[src/hdl/capture_compare_consts.svh]
/*
  register offsets, field positions, mode codes and reset values of the
  capture/compare/pwm channel. assumes inclusion by its bare name.
*/
`ifndef CAPTURE_COMPARE_CONSTS_SVH
`define CAPTURE_COMPARE_CONSTS_SVH

// ============================================================
// register byte offsets
`define CC_OFF_CONTROL 5'h00
`define CC_OFF_VALUE_LOW 5'h04
`define CC_OFF_VALUE_HIGH 5'h08
`define CC_OFF_STATUS 5'h0c
`define CC_OFF_CONFIG 5'h10

// ============================================================
// field positions
`define CC_MODE_MSB 3
`define CC_MODE_LSB 0
`define CC_DUTY_MSB 5
`define CC_DUTY_LSB 4
`define CC_FLAG_BIT 0
`define CC_TSEL_MSB 1
`define CC_TSEL_LSB 0
`define CC_PINSEL_BIT 2

// ============================================================
// mode codes
`define CC_MODE_OFF 4'h0
`define CC_MODE_TOGGLE 4'h2
`define CC_MODE_CAP_FALL 4'h4
`define CC_MODE_CAP_RISE 4'h5
`define CC_MODE_CAP_4TH 4'h6
`define CC_MODE_CAP_16TH 4'h7
`define CC_MODE_SET_HIGH 4'h8
`define CC_MODE_SET_LOW 4'h9
`define CC_MODE_SOFT_EVT 4'ha
`define CC_MODE_SPECIAL 4'hb

// ============================================================
// prescaler terminal counts
`define CC_PRESC_4TH 4'h3
`define CC_PRESC_16TH 4'hf

// ============================================================
// reset values and bus answers
`define CC_RST_CONTROL 8'h00
`define CC_RST_VALUE 8'h00
`define CC_RST_TSEL 2'h0
`define CC_RST_PINSEL 1'h1
`define CC_RESP_OKAY 2'h0
`define CC_RESP_SLVERR 2'h2

`endif

[src/hdl/capture_compare_pkg.sv]
/*
  types of the capture/compare/pwm channel: the state record.
  assumes capture_compare_consts.svh on the include path.
*/
`include "capture_compare_consts.svh"

package capture_compare_pkg;

  // ============================================================
  // whole state of the channel
  typedef struct packed {
    logic [7:0] control;
    logic [7:0] value_low;
    logic [7:0] value_high;
    logic flag;
    logic [1:0] timer_sel;
    logic pin_sel;
    logic pin_meta;
    logic pin_sync;
    logic pin_prev;
    logic [3:0] presc;
    logic cmp_out;
    logic match_prev;
    logic [9:0] duty_live;
    logic pwm_out;
    logic pin_val;
    logic default_en;
    logic alternate_en;
    logic clr_first;
    logic clr_third;
    logic start_conv;
    logic aw_held;
    logic [4:0] aw_addr;
    logic w_held;
    logic [31:0] w_data;
    logic [3:0] w_strb;
    logic bvalid;
    logic [1:0] bresp;
    logic rvalid;
    logic [31:0] rdata;
    logic [1:0] rresp;
  } core_state_t;

endpackage : capture_compare_pkg

[src/hdl/capture_compare_pwm_mode_core.sv]
/*
  one capture/compare/pwm channel with an axi4-lite register slave.
  assumes shared timers counted outside, synchronous to aclk, and port
  logic that uses the channel drive only while its drive enable is high.
*/
// Summary of operation
// - control bits 7-6 read zero, ignore writes
// - control bits 5-4 are pwm duty low bits
// - mode 0000 disables channel, resets internal state
// - mode 0010 toggles output on match, flags
// - modes 0100-0111 capture falling, rising, 4th, 16th
// - mode 1000 starts low, match forces high
// - mode 1001 starts high, match forces low
// - mode 1010 flags match, pin follows port latch
// - mode 1011 flags, clears timer, second starts conversion
// - modes 11xx are pwm on period timer
// - low and high value halves read/write
// - capture/compare uses first or third timer
// - channels run together, share or split timers
// - pwm channels share period timer event
// - capture copies selected 16-bit timer into value
// - capture sets flag, only software clears it
// - new capture overwrites value, no overrun
// - pin select routes second channel, 1 default
// - capture sees pin level even when driven
// - special event clears own timer, conversion second only
// - timer select 1x third, 01 split, 00 first
// - prescaler cleared when off or not capturing
`timescale 1ns/1ps
`default_nettype none
`include "capture_compare_consts.svh"

module capture_compare_pwm_mode_core #(
  parameter int CHANNEL_INDEX = 0
) (
  input wire logic aclk,
  input wire logic aresetn,
  input wire logic awvalid,
  output logic awready,
  input wire logic [4:0] awaddr,
  input wire logic [2:0] awprot,
  input wire logic wvalid,
  output logic wready,
  input wire logic [31:0] wdata,
  input wire logic [3:0] wstrb,
  output logic bvalid,
  input wire logic bready,
  output logic [1:0] bresp,
  input wire logic arvalid,
  output logic arready,
  input wire logic [4:0] araddr,
  input wire logic [2:0] arprot,
  output logic rvalid,
  input wire logic rready,
  output logic [31:0] rdata,
  output logic [1:0] rresp,
  input wire logic [15:0] first_timer,
  input wire logic [15:0] third_timer,
  input wire logic [7:0] period_timer,
  input wire logic [1:0] period_timer_fraction,
  input wire logic period_event,
  input wire logic default_pin_in,
  input wire logic alternate_pin_in,
  output logic default_pin_out,
  output logic default_pin_drive,
  output logic alternate_pin_out,
  output logic alternate_pin_drive,
  output logic channel_event_flag,
  output logic use_third_timer,
  output logic clear_first_timer,
  output logic clear_third_timer,
  output logic start_conversion
);

  // ============================================================
  // helpers
  function automatic logic is_capture(input logic [3:0] m);
    return m[3:2] == 2'b01;
  endfunction : is_capture

  function automatic logic is_compare(input logic [3:0] m);
    return (m == `CC_MODE_TOGGLE) || (m[3:2] == 2'b10);
  endfunction : is_compare

  function automatic logic is_pwm(input logic [3:0] m);
    return m[3:2] == 2'b11;
  endfunction : is_pwm

  function automatic logic [33:0] read_word(input logic [4:0] a, input capture_compare_pkg::core_state_t s);
    case (a)
      `CC_OFF_CONTROL: read_word = {`CC_RESP_OKAY, 24'h0, 2'b00, s.control[5:0]};
      `CC_OFF_VALUE_LOW: read_word = {`CC_RESP_OKAY, 24'h0, s.value_low};
      `CC_OFF_VALUE_HIGH: read_word = {`CC_RESP_OKAY, 24'h0, s.value_high};
      `CC_OFF_STATUS: read_word = {`CC_RESP_OKAY, 31'h0, s.flag};
      `CC_OFF_CONFIG: read_word = {`CC_RESP_OKAY, 29'h0, s.pin_sel, s.timer_sel};
      default: read_word = {`CC_RESP_SLVERR, 32'h0};
    endcase
  endfunction : read_word

  // ============================================================
  // state
  capture_compare_pkg::core_state_t st;
  capture_compare_pkg::core_state_t next_st;

  logic [3:0] mode;
  logic third_sel;
  logic [15:0] time_base;
  logic pin_raw;
  logic rise;
  logic fall;
  logic cap_hit;
  logic match;
  logic match_rise;
  logic do_write;
  logic [33:0] rd_word;

  assign mode = st.control[`CC_MODE_MSB:`CC_MODE_LSB];
  assign third_sel = st.timer_sel[1] | ((st.timer_sel == 2'b01) && (CHANNEL_INDEX == 1));
  assign time_base = third_sel ? third_timer : first_timer;
  assign pin_raw = ((CHANNEL_INDEX == 1) && !st.pin_sel) ? alternate_pin_in : default_pin_in;
  assign rise = st.pin_sync & ~st.pin_prev;
  assign fall = ~st.pin_sync & st.pin_prev;
  assign cap_hit = ((mode == `CC_MODE_CAP_FALL) && fall) || ((mode == `CC_MODE_CAP_RISE) && rise)
    || ((mode == `CC_MODE_CAP_4TH) && rise && (st.presc == `CC_PRESC_4TH))
    || ((mode == `CC_MODE_CAP_16TH) && rise && (st.presc == `CC_PRESC_16TH));
  assign match = is_compare(mode) && (time_base == {st.value_high, st.value_low});
  assign match_rise = match && !st.match_prev;
  assign do_write = st.aw_held && st.w_held && !st.bvalid;
  assign rd_word = read_word(araddr, st);

  // ============================================================
  // next state
  always_comb begin
    next_st = st;
    next_st.pin_meta = pin_raw;
    next_st.pin_sync = st.pin_meta;
    next_st.pin_prev = st.pin_sync;
    next_st.match_prev = match;
    next_st.clr_first = 1'b0;
    next_st.clr_third = 1'b0;
    next_st.start_conv = 1'b0;

    // bus handshakes
    if (awvalid && !st.aw_held) begin
      next_st.aw_held = 1'b1;
      next_st.aw_addr = awaddr;
    end
    if (wvalid && !st.w_held) begin
      next_st.w_held = 1'b1;
      next_st.w_data = wdata;
      next_st.w_strb = wstrb;
    end
    if (st.bvalid && bready) begin
      next_st.bvalid = 1'b0;
    end
    if (st.rvalid && rready) begin
      next_st.rvalid = 1'b0;
    end
    if (arvalid && !st.rvalid) begin
      next_st.rvalid = 1'b1;
      next_st.rdata = rd_word[31:0];
      next_st.rresp = rd_word[33:32];
    end

    // software writes
    if (do_write) begin
      next_st.aw_held = 1'b0;
      next_st.w_held = 1'b0;
      next_st.bvalid = 1'b1;
      next_st.bresp = `CC_RESP_OKAY;
      case (st.aw_addr)
        `CC_OFF_CONTROL: begin
          if (st.w_strb[0]) begin
            next_st.control = {2'b00, st.w_data[5:0]};
            if (st.w_data[3:0] == `CC_MODE_SET_HIGH) begin
              next_st.cmp_out = 1'b0;
            end
            if (st.w_data[3:0] == `CC_MODE_SET_LOW) begin
              next_st.cmp_out = 1'b1;
            end
          end
        end
        `CC_OFF_VALUE_LOW: begin
          if (st.w_strb[0]) begin
            next_st.value_low = st.w_data[7:0];
          end
        end
        `CC_OFF_VALUE_HIGH: begin
          if (st.w_strb[0]) begin
            next_st.value_high = st.w_data[7:0];
          end
        end
        `CC_OFF_STATUS: begin
          if (st.w_strb[0] && !st.w_data[`CC_FLAG_BIT]) begin
            next_st.flag = 1'b0;
          end
        end
        `CC_OFF_CONFIG: begin
          if (st.w_strb[0]) begin
            next_st.timer_sel = st.w_data[`CC_TSEL_MSB:`CC_TSEL_LSB];
            next_st.pin_sel = st.w_data[`CC_PINSEL_BIT];
          end
        end
        default: begin
          next_st.bresp = `CC_RESP_SLVERR;
        end
      endcase
    end

    // capture: overrides a same-cycle software write of the value
    if (is_capture(mode)) begin
      if (rise && ((mode == `CC_MODE_CAP_4TH) || (mode == `CC_MODE_CAP_16TH))) begin
        next_st.presc = cap_hit ? 4'h0 : 4'(st.presc + 4'h1);
      end
    end else begin
      next_st.presc = 4'h0;
    end
    if (cap_hit) begin
      next_st.value_low = time_base[7:0];
      next_st.value_high = time_base[15:8];
      next_st.flag = 1'b1;
    end

    // compare
    if (match_rise) begin
      next_st.flag = 1'b1;
      case (mode)
        `CC_MODE_TOGGLE: next_st.cmp_out = ~st.cmp_out;
        `CC_MODE_SET_HIGH: next_st.cmp_out = 1'b1;
        `CC_MODE_SET_LOW: next_st.cmp_out = 1'b0;
        `CC_MODE_SPECIAL: begin
          next_st.clr_first = !third_sel;
          next_st.clr_third = third_sel;
          next_st.start_conv = (CHANNEL_INDEX == 1);
        end
        default: begin
        end
      endcase
    end

    // pwm on the shared period timer
    if (is_pwm(mode)) begin
      if (period_event) begin
        next_st.duty_live = {st.value_low, st.control[`CC_DUTY_MSB:`CC_DUTY_LSB]};
        next_st.pwm_out = ({st.value_low, st.control[`CC_DUTY_MSB:`CC_DUTY_LSB]} != 10'h000);
      end else if ({period_timer, period_timer_fraction} >= st.duty_live) begin
        next_st.pwm_out = 1'b0;
      end
    end else begin
      next_st.pwm_out = 1'b0;
      next_st.duty_live = 10'h000;
    end

    // off clears internal state
    if (next_st.control[`CC_MODE_MSB:`CC_MODE_LSB] == `CC_MODE_OFF) begin
      next_st.cmp_out = 1'b0;
      next_st.presc = 4'h0;
      next_st.pwm_out = 1'b0;
      next_st.duty_live = 10'h000;
      next_st.match_prev = 1'b0;
    end

    // pin drive: soft-event, special and capture leave the port latch in charge
    next_st.pin_val = is_pwm(mode) ? st.pwm_out : st.cmp_out;
    next_st.default_en = 1'b0;
    next_st.alternate_en = 1'b0;
    if (is_pwm(mode) || (is_compare(mode) && (mode != `CC_MODE_SOFT_EVT) && (mode != `CC_MODE_SPECIAL))) begin
      if ((CHANNEL_INDEX == 1) && !st.pin_sel) begin
        next_st.alternate_en = 1'b1;
      end else begin
        next_st.default_en = 1'b1;
      end
    end
  end

  always_ff @(posedge aclk) begin
    if (!aresetn) begin
      st <= '0;
      st.control <= `CC_RST_CONTROL;
      st.value_low <= `CC_RST_VALUE;
      st.value_high <= `CC_RST_VALUE;
      st.timer_sel <= `CC_RST_TSEL;
      st.pin_sel <= `CC_RST_PINSEL;
    end else begin
      st <= next_st;
    end
  end

  // ============================================================
  // outputs
  assign awready = !st.aw_held;
  assign wready = !st.w_held;
  assign bvalid = st.bvalid;
  assign bresp = st.bresp;
  assign arready = !st.rvalid;
  assign rvalid = st.rvalid;
  assign rdata = st.rdata;
  assign rresp = st.rresp;
  assign default_pin_out = st.pin_val;
  assign default_pin_drive = st.default_en;
  assign alternate_pin_out = st.pin_val;
  assign alternate_pin_drive = st.alternate_en;
  assign channel_event_flag = st.flag;
  assign use_third_timer = third_sel;
  assign clear_first_timer = st.clr_first;
  assign clear_third_timer = st.clr_third;
  assign start_conversion = st.start_conv;
endmodule : capture_compare_pwm_mode_core
`default_nettype wire

[config.mk]
export PLATFORM = sky130hd
export DESIGN_NAME = capture_compare_pwm_mode_core
export DESIGN_NICKNAME = d
export VERILOG_FILES = /design/src/hdl/capture_compare_pkg.sv /design/src/hdl/capture_compare_pwm_mode_core.sv
export VERILOG_INCLUDE_DIRS = /design/src /design/src/hdl
export SDC_FILE = /design/constraint.sdc
export NUM_CORES = 1
export LEC_CHECK = 0
export ABC_CLOCK_PERIOD_IN_PS = 2600
export BUFFER_PORTS_ARGS = -buffer_cell sky130_fd_sc_hd__buf_2
export CORE_ASPECT_RATIO = 1.2
export CORE_MARGIN = 1
export CORE_UTILIZATION = 35
export CTS_BUF_LIST = sky130_fd_sc_hd__clkbuf_4
export CTS_CLUSTER_DIAMETER = 40
export DETAILED_ROUTE_END_ITERATION = 8
export SLEW_MARGIN = 5
export SYNTH_ARGS = -nofsm -noshare
export SYNTH_HDL_FRONTEND = slang
export SYNTH_SLANG_ARGS = --single-unit
[constraint.sdc]
create_clock -name aclk -period 2.6 [get_ports aclk]
set_input_delay 0.26 -clock aclk [delete_from_list [all_inputs] [get_ports aclk]]
set_output_delay 0.26 -clock aclk [all_outputs]
set_load 0.005 [all_outputs]
==> impl_metrics.tcl, run 1 <==
set metrics [dict create \
    status "finished clean" \
    dp.cells 719 \
    maxSlewViolCount 0 \
    htree_levels 3 \
    yosysSeqAreaShare_pct 36.2 \
    final-setup-viol-count 0 \
    rsz0062_at_grt "no" \
    drc 0 \
    fin_crit_sh_pct 92.7 \
    cts_buffer_depth 2 \
    ys_ff_latch 78 \
    io_buffer_count 91 \
    async_flop_share_pct 0 \
    chipWidth_microns 103 \
    grt_use_total_pct 17.3 \
    initial_utilization_pct 35.8 \
    syn_area_sq_um 4320 \
    grt_overflow 0 \
    r2r.worst_path.cells 7 \
    grt_max_degree 42 \
    syn_avg_cell_area_sq_um 8.78 \
    cp.depth 7 \
    cts_tree "yes" \
    n_antenna_cell 0 \
    yosys.area.top_type "dfxtp_1" \
    fmax_ghz 0.415 \
    fin_worst_skew_ns 0.0219 \
    die-area_sq_um 12800 \
    nets 685 \
    netSwitchingPower_uw 577 \
    synth_cells 492 \
    wl_microns 10600 \
    hold_violations 0 \
    maxSlewHeadroom_pct 52.4 \
    numCtsBuffers 9 \
    fp.dieH_microns 124 \
    drt-initial-drc-count 196 \
    holdWs_ns 0.0367 \
    r2r_start "use_third_timer" \
    slowest_stage "or4_1" \
    power.share.switching_pct 24.3 \
    num_rows 44 \
    mostFrequentLayoutCells "91 x buf_2, 78 x dfxtp_1, 60 x nor2_1" \
    cp.arrival_ns 2.79 \
    clockPowerShare_pct 38.4 \
    min_from "default_pin_in" \
    slowest_delay_ns 0.55 \
    antenna_found_initial 0 \
    viasPerCell 4.88 \
    path_buf_inv 1 \
    timing.setup.tns_ns 0 \
    pwr-share-seq_pct 52.0 \
    required_ns 2.98 \
    clock_sinks 78 \
    worst_r2r_endpoint "st[99]" \
    synth_top_area_share_pct 36.2 \
    coreArea_sq_um 12100 \
    power_mw 2.38 \
    critPathLaunchType "flip-flop" \
    power.density_nw_per_um2 481 \
    p_leak_nw 2.13 \
    ant_nets 0 \
    grt_pass1_vias 3346 \
    worstSetupPathType "reg -> reg" \
    clock_latency_ns 0.45 \
    path_clk_slew_ns 0.12 \
    post_cts_buffers 0 \
    cts_root_buf "clkbuf_4" \
    ys_types 52 \
    vias 3592 \
    fin_crit_ns 2.41 \
    crit_fanout 11 \
    grt_pass1_wl_microns 16400 \
    drv_cap 0 \
    firstDrtPassIters 5 \
    path_cells "buf_4, mux2_4, xor2_1, nor4_2, nand4_1, or4_1, a21oi_1" \
    end_kind "flip-flop" \
    hp-class "in -> reg" \
    power_frac_comb_pct 9.5 \
    worst_hold_path.num_cells 2 \
    rrSetupSlack_ns 0.19 \
    crit_family "simple AND/OR/NAND/NOR gates" \
    post_drt_wl_per_cell_microns 14.4 \
    synth_edf_count 0 \
    layout-drive-gt1-share_pct 24.7 \
    internal_power_mw 1.80 \
    instances_no_fill 736 \
    worstHoldEndpoint "next_st[105]" \
    gp_congestion 0.820 \
    area_delta_synth_final_pct 14.6 \
    dpl.hpwl_microns 8080 \
    vdd_drop_max_mv 0.276 \
    io_pins 154 \
    yosysWarnings 0 \
    utilization_pct 41.1 \
    worst_pin_slew_ns 0.714 \
    final_common_cell "buf_2" \
    ys.flop_type "dfxtp_1" \
    synthTopCellsByArea "dfxtp_1 36%, mux2i_1 8.8%, buf_4 7.0%" \
]
==> routing by layer <==
layer	vias to the layer above	share of wire, %	GRT usage [%]
met3	16	4.4	2.75
met5	-	0	0
li1	1795	-	-
met2	111	50	29.5
met4	0	1.8	6.95
met1	1670	44	21.5
==> final cells by class <==
type	instances	area, sq um
Multi-Input combinational cell	359	2380
Inverter	20	75.1
Clock buffer	9	67.6
Sequential cell	78	1560
Timing Repair Buffer	102	553
Clock inverter	7	113
Fill cell	1244	7110
Tap cell	161	201
==> synthesized netlist by cell type (3+ instances only) <==
cell and n:
xnor2_1 13, a2bb2oi_1 8, o211ai_1 5, a21oi_1 26
mux2_2 15, clkbuf_1 18, mux2i_1 38, ha_1 11
a21o_1 4, nor4_1 6, a222oi_1 5, nor3_1 5
o211a_1 10, a31oi_1 4, nand4_1 4, nor2_1 60
inv_1 19, dfxtp_1 78, nand3_1 8, nor2b_1 9
or3_1 3, nor3b_1 3, nand2_1 41, and2_1 9
xor2_1 4, nor4b_1 3, buf_4 40, nand2b_1 3
o21ai_0 7
==> power by group through the flow <==
stage | clock network, mW | logic (mW) | registers (mW)
after floorplan | 0 | 0.164 | 1.26
after global placement | 0 | 0.221 | 1.26
after detailed placement | 0 | 0.227 | 1.27
after CTS | 0.932 | 0.229 | 1.24
after global routing | 0.989 | 0.256 | 1.24
final | 0.914 | 0.227 | 1.24
==> registers in the layout, indices dropped and copies added (netlist names), 2 cells and up <==
signal   flops
st          54
next_st      2
rdata        8
mode         4
==> how the worst max path moves through the flow <==
stage	startpoint	end	slack [ns]
after floorplan	st[75]	st[115]	0.40
after global placement	use_third_timer	st[99]	0.27
after detailed placement	use_third_timer	st[99]	0.22
after CTS	use_third_timer	st[99]	0.20
after global routing	use_third_timer	st[99]	0.07
final	use_third_timer	st[99]	0.19
==> cell families (layout without fill, tap and decap cells) <==
family                     count (synthesis)  after routing  share of synthesized area, %
and+or+nand+nor                          168            168                          19.4
buffers and inverters                     82            138                          11.1
AOI/OAI and AO/OA                         78             78                          12.7
DFF                                       78             78                          36.2
muxes                                     57             57                          14.0
xor gates and xnor gates                  17             17                          3.45
adders and majority gates                 11             11                          3.19
other                                      1             28                        0.0868
==> stage by stage <==
stage               area (sq um)  worst slack [ns]
finish                      4950             0.189
global route                4950            0.0725
CTS                         4950             0.196
detailed placement          4760             0.219
global placement            4760             0.270
floorplan                   4420             0.400
==> timing repair <==
action | CTS | global route
gates resized for setup | 0 | 0
hold buffers | 1 | 0
hold endpoints to repair | 1 | 0
No activity file was read; power rests on OpenSTA's default activity.
==> inputs of run 2 (changes only) <==
CELL_PAD_IN_SITES_DETAIL_PLACEMENT = 0   (was default)
CELL_PAD_IN_SITES_GLOBAL_PLACEMENT = 1   (was default)
PLACE_DENSITY_LB_ADDON = 0.1   (was default)
==> run 2 against run 1 <==
Compared with the run above:
- the flow now finishes with violations (DRC)
- critical path depth unchanged
- routed wire length up 5.5%
- design area up 0.43%
- power down 3.5%
- sequential share of layout area down 0.11 points
- critical endpoint unchanged
- global-route usage up 0.92 points
- register-to-register slack worse by 0.05 ns
==> impl_metrics.tcl, run 2 (synthesis gave the netlist of run 1 again) <==
set metrics [dict create \
    grt_overflow 0 \
    die-area_sq_um 12800 \
    firstDrtPassIters 6 \
    coreArea_sq_um 12100 \
    grt_use_total_pct 18.2 \
    clock_latency_ns 0.44 \
    clockPowerShare_pct 36.0 \
    internal_power_mw 1.71 \
    grt_pass1_vias 3313 \
    min_from "default_pin_in" \
    area_delta_synth_final_pct 15.1 \
    r2r_start "use_third_timer" \
    num_rows 44 \
    cp.arrival_ns 2.83 \
    io_buffer_count 91 \
    maxSlewHeadroom_pct 50.7 \
    drt-initial-drc-count 168 \
    fp.dieH_microns 124 \
    clock_sinks 78 \
    vias 3632 \
    path_clk_slew_ns 0.13 \
    regMostFlops "st" \
    antenna_found_initial 0 \
    power_mw 2.30 \
    wl_microns 11200 \
    chipWidth_microns 103 \
    n_antenna_cell 0 \
    failed_checks "DRC" \
    power_frac_comb_pct 10.1 \
    vdd_drop_max_mv 0.191 \
    required_ns 2.97 \
    netSwitchingPower_uw 589 \
    ant_nets 0 \
    dpl.hpwl_microns 8410 \
    power.density_nw_per_um2 462 \
    cts_root_buf "clkbuf_4" \
    viasPerCell 4.90 \
    cts_tree "yes" \
    numCtsBuffers 9 \
    utilization_pct 41.2 \
    largest_reg_flops 54 \
    mostFrequentLayoutCells "91 x buf_2, 77 x dfxtp_1, 60 x nor2_1" \
    instances_no_fill 741 \
    grt_pass1_wl_microns 17100 \
    gp_congestion 0.831 \
    timing.setup.tns_ns 0 \
    cts_buffer_depth 2 \
    htree_levels 3 \
    pwr-share-seq_pct 53.9 \
    worstSetupPathType "reg -> reg" \
    rsz0062_at_grt "no" \
    nets 690 \
    crit_fanout 9 \
    end_kind "flip-flop" \
    p_leak_nw 2.14 \
    grt_max_degree 42 \
    fin_worst_skew_ns 0.0219 \
    maxSlewViolCount 0 \
    final-setup-viol-count 0 \
    status "complete, but fails checks" \
    hold_violations 0 \
    fin_crit_ns 2.46 \
    hp-class "in -> reg" \
    fmax_ghz 0.407 \
    final_common_cell "buf_2" \
    layout-drive-gt1-share_pct 25.3 \
    io_pins 154 \
    post_drt_wl_per_cell_microns 15.1 \
    power.share.switching_pct 25.6 \
    fin_crit_sh_pct 94.5 \
    drv_cap 0 \
    startpoint "use_third_timer" \
    drc 2 \
    dp.cells 723 \
    critPathLaunchType "flip-flop" \
    initial_utilization_pct 35.8 \
    worst_pin_slew_ns 0.739 \
]
## run 2: cell types whose count changed in the layout (fill, tap and decap cells not counted), sizes merged
cell | before | now
buf | 101 | 106
bufinv | 3 | 2
inv | 19 | 20
## run 2: power by group through the flow
stage / sequential [mW] / combinational [mW] / clock [mW]
after floorplan: 1.26 / 0.164 / 0
after global placement: 1.26 / 0.229 / 0
after detailed placement: 1.26 / 0.232 / 0
after CTS: 1.24 / 0.234 / 0.856
after global routing: 1.24 / 0.263 / 0.898
final: 1.24 / 0.232 / 0.828
## run 2: metal layers
layer	vias up	track usage, %	routed length (microns)
li1	1810	-	-
met1	1725	23.5	5000
met2	87	30.4	5530
met3	10	3.03	507
met4	0	6.25	167
met5	-	0	0
## run 2: critical path, stage by stage (launching register included)
cell and delay [ns]:
dfxtp_2 0.47, buf_4 0.23, mux2i_2 0.31, xnor2_1 0.10
nor4_1 0.34, nand4_1 0.26, or4_1 0.57, a21oi_1 0.14
## run 2: layout make-up
cell class / count / area, sq um
repair buffers: 107 / 591
fillers: 1253 / 7090
multi-input cells: 359 / 2390
well taps: 161 / 201
inverters: 20 / 75.1
clock buffers: 9 / 67.6
clock inverters: 7 / 87.6
flip-flops and latches: 78 / 1560
## run 2: stage by stage
step	hold WS (ns)	setup WS (ns)	instance area, sq um
after floorplan	0.359	0.400	4420
after global placement	0.428	0.0303	4790
after detailed placement	0.426	-0.0319	4790
after CTS	0.00866	0.0874	4960
after global routing	0.0291	0.0347	4970
final	0.0411	0.143	4970
## run 2: worst paths after layout
kind             endpoint  slack, ns  cells after the start
max                st[99]       0.14                      7
min          next_st[105]       0.04                      2
max reg2reg        st[99]       0.14                      7
min reg2reg  next_st[104]       0.45                      1
## run 2: repair_timing
action	CTS	global route
setup endpoints to repair	1	1
buffers inserted	0	1
resized for setup	1	2
hold buffers	1	0
endpoints found under the hold margin	1	0
pin swaps	0	1
==> inputs of run 3 (changes only) <==
CTS_BUF_LIST = sky130_fd_sc_hd__clkbuf_16   (was sky130_fd_sc_hd__clkbuf_4)
==> run 3 against run 2 <==
Compared with the run above:
- the flow still finishes with violations (DRC)
- worst hold slack better by 0.061 ns
- critical path depth unchanged
- register-to-register slack about the same
- maximum frequency rose by 0.21%
- first-iteration DRC count is 19% lower
- cell count is 0.27% lower
- critical path type unchanged
==> impl_metrics.tcl, run 3 (synthesis gave the netlist of run 1 again) <==
set metrics [dict create \
    status "complete, but fails checks" \
    failed_checks "DRC" \
    fillers 1232 \
    io_buffer_count 91 \
    initial_utilization_pct 35.8 \
    min_from "rready" \
    crit_family "simple AND/OR/NAND/NOR gates" \
    crit_fanout 9 \
    path_clk_slew_ns 0.06 \
    met1_usage_pct 23.5 \
    slowest_stage "or4_1" \
    grt_pass1_vias 3286 \
    utilization_pct 42.4 \
    slowest_delay_ns 0.58 \
    drt-initial-drc-count 136 \
    area_delta_synth_final_pct 18.4 \
    cp.arrival_ns 2.73 \
    ant_nets 0 \
    worstHoldEndpoint "rvalid" \
    worst_r2r_endpoint "st[99]" \
    layout-drive-gt1-share_pct 25.3 \
    r2r.worst_path.cells 7 \
    worstSetupPathType "reg -> reg" \
    worst_hold_path.num_cells 2 \
    drv_cap 0 \
    antenna_found_initial 0 \
    htree_levels 3 \
    maxSlewViolCount 0 \
    mostFrequentLayoutCells "91 x buf_2, 77 x dfxtp_1, 60 x nor2_1" \
    n_antenna_cell 0 \
    r2r_start "use_third_timer" \
    grt-busiest-layer "met2" \
    cts_hold_buf 0 \
    io_pins 154 \
    seqCellArea_sq_um 1560 \
    grt_use_total_pct 18.3 \
    cts_root_buf "clkbuf_16" \
    rsz0062_at_grt "no" \
    fin_worst_skew_ns 0.00622 \
    power.density_nw_per_um2 548 \
    critPathLaunchType "flip-flop" \
    gp_congestion 0.831 \
    rrSetupSlack_ns 0.15 \
    fin_crit_ns 2.45 \
    viasPerCell 4.91 \
    hp-class "in -> reg" \
    hold_violations 0 \
    worst_pin_slew_ns 0.737 \
    nets 688 \
    grt_overflow 0 \
    numCtsBuffers 9 \
    cts_buffer_depth 2 \
    chipWidth_microns 103 \
    path_cells "buf_4, mux2_4, xor2_1, nor4_2, nand4_1, or4_1, a21oi_1" \
    final-setup-viol-count 0 \
    post_drt_wl_per_cell_microns 15.1 \
    vias 3628 \
    wl_microns 11200 \
    dpl.hpwl_microns 8410 \
    end_kind "flip-flop" \
    clock_sinks 78 \
    use_met2_pct 30.5 \
    fin_crit_sh_pct 94.3 \
    num_rows 44 \
    firstDrtPassIters 8 \
    power_mw 2.80 \
    coreArea_sq_um 12100 \
    multi_input_area_sq_um 2390 \
    final_common_cell "buf_2" \
    fp.dieH_microns 124 \
    die-area_sq_um 12800 \
    required_ns 2.87 \
    regMostFlops "st" \
    fmax_ghz 0.408 \
    drc 2 \
    cts_tree "yes" \
    grt_pass1_wl_microns 17200 \
    met3_usage_pct 3.70 \
    p_leak_nw 2.20 \
    vdd_drop_max_mv 0.230 \
    maxSlewHeadroom_pct 50.9 \
    clock_latency_ns 0.34 \
    largest_reg_flops 54 \
    path_buf_inv 1 \
    grt_max_degree 42 \
]
[run 3: through the flow]
stage | area, sq um | setup slack [ns] | TNS [ns] | std cells | hold slack, ns
after floorplan | 4420 | 0.400 | 0 | 519 | 0.359
after global placement | 4790 | 0.0303 | 0 | 723 | 0.428
after detailed placement | 4790 | -0.0319 | -0.0319 | 723 | 0.426
after CTS | 5100 | 0.0957 | 0 | 739 | 0.0900
after global routing | 5110 | 0.00339 | 0 | 739 | 0.0929
final | 5110 | 0.148 | 0 | 739 | 0.102
[run 3: how the worst max path moves through the flow]
stage | slack, ns | depth (start not counted) | end | start
final | 0.15 | 7 | st[99] | use_third_timer
after global routing | 0.003 | 7 | st[99] | use_third_timer
after CTS | 0.1 | 7 | st[99] | use_third_timer
after detailed placement | -0.03 | 7 | st[99] | use_third_timer
after global placement | 0.03 | 7 | st[99] | use_third_timer
after floorplan | 0.40 | 7 | st[115] | st[75]
[run 3: power by group]
group	internal, mW	total, mW	switching (mW)
Combinational	0.106	0.231	0.125
Clock	0.834	1.33	0.499
Sequential	1.22	1.24	0.0199
[run 3: layer usage]
metal | vias up | part of all wire, %
li1 | 1808 | -
met1 | 1720 | 45
met2 | 91 | 49
met3 | 9 | 4.1
met4 | 0 | 1.2
met5 | - | 0
[run 3: cell type report]
cell class	instances	area share (%)
Clock buffer	9	4.41
Clock inverter	7	1.71
Inverter	20	1.47
Multi-Input combinational cell	359	46.7
Sequential cell	78	30.6
Tap cell	161	3.94
Timing Repair Buffer	105	11.2
[run 3: repair_timing]
action | in CTS | in global routing
setup buffers | 0 | 0
cloned | 0 | 0
endpoints found under the setup margin | 1 | 1
resized for setup | 1 | 2
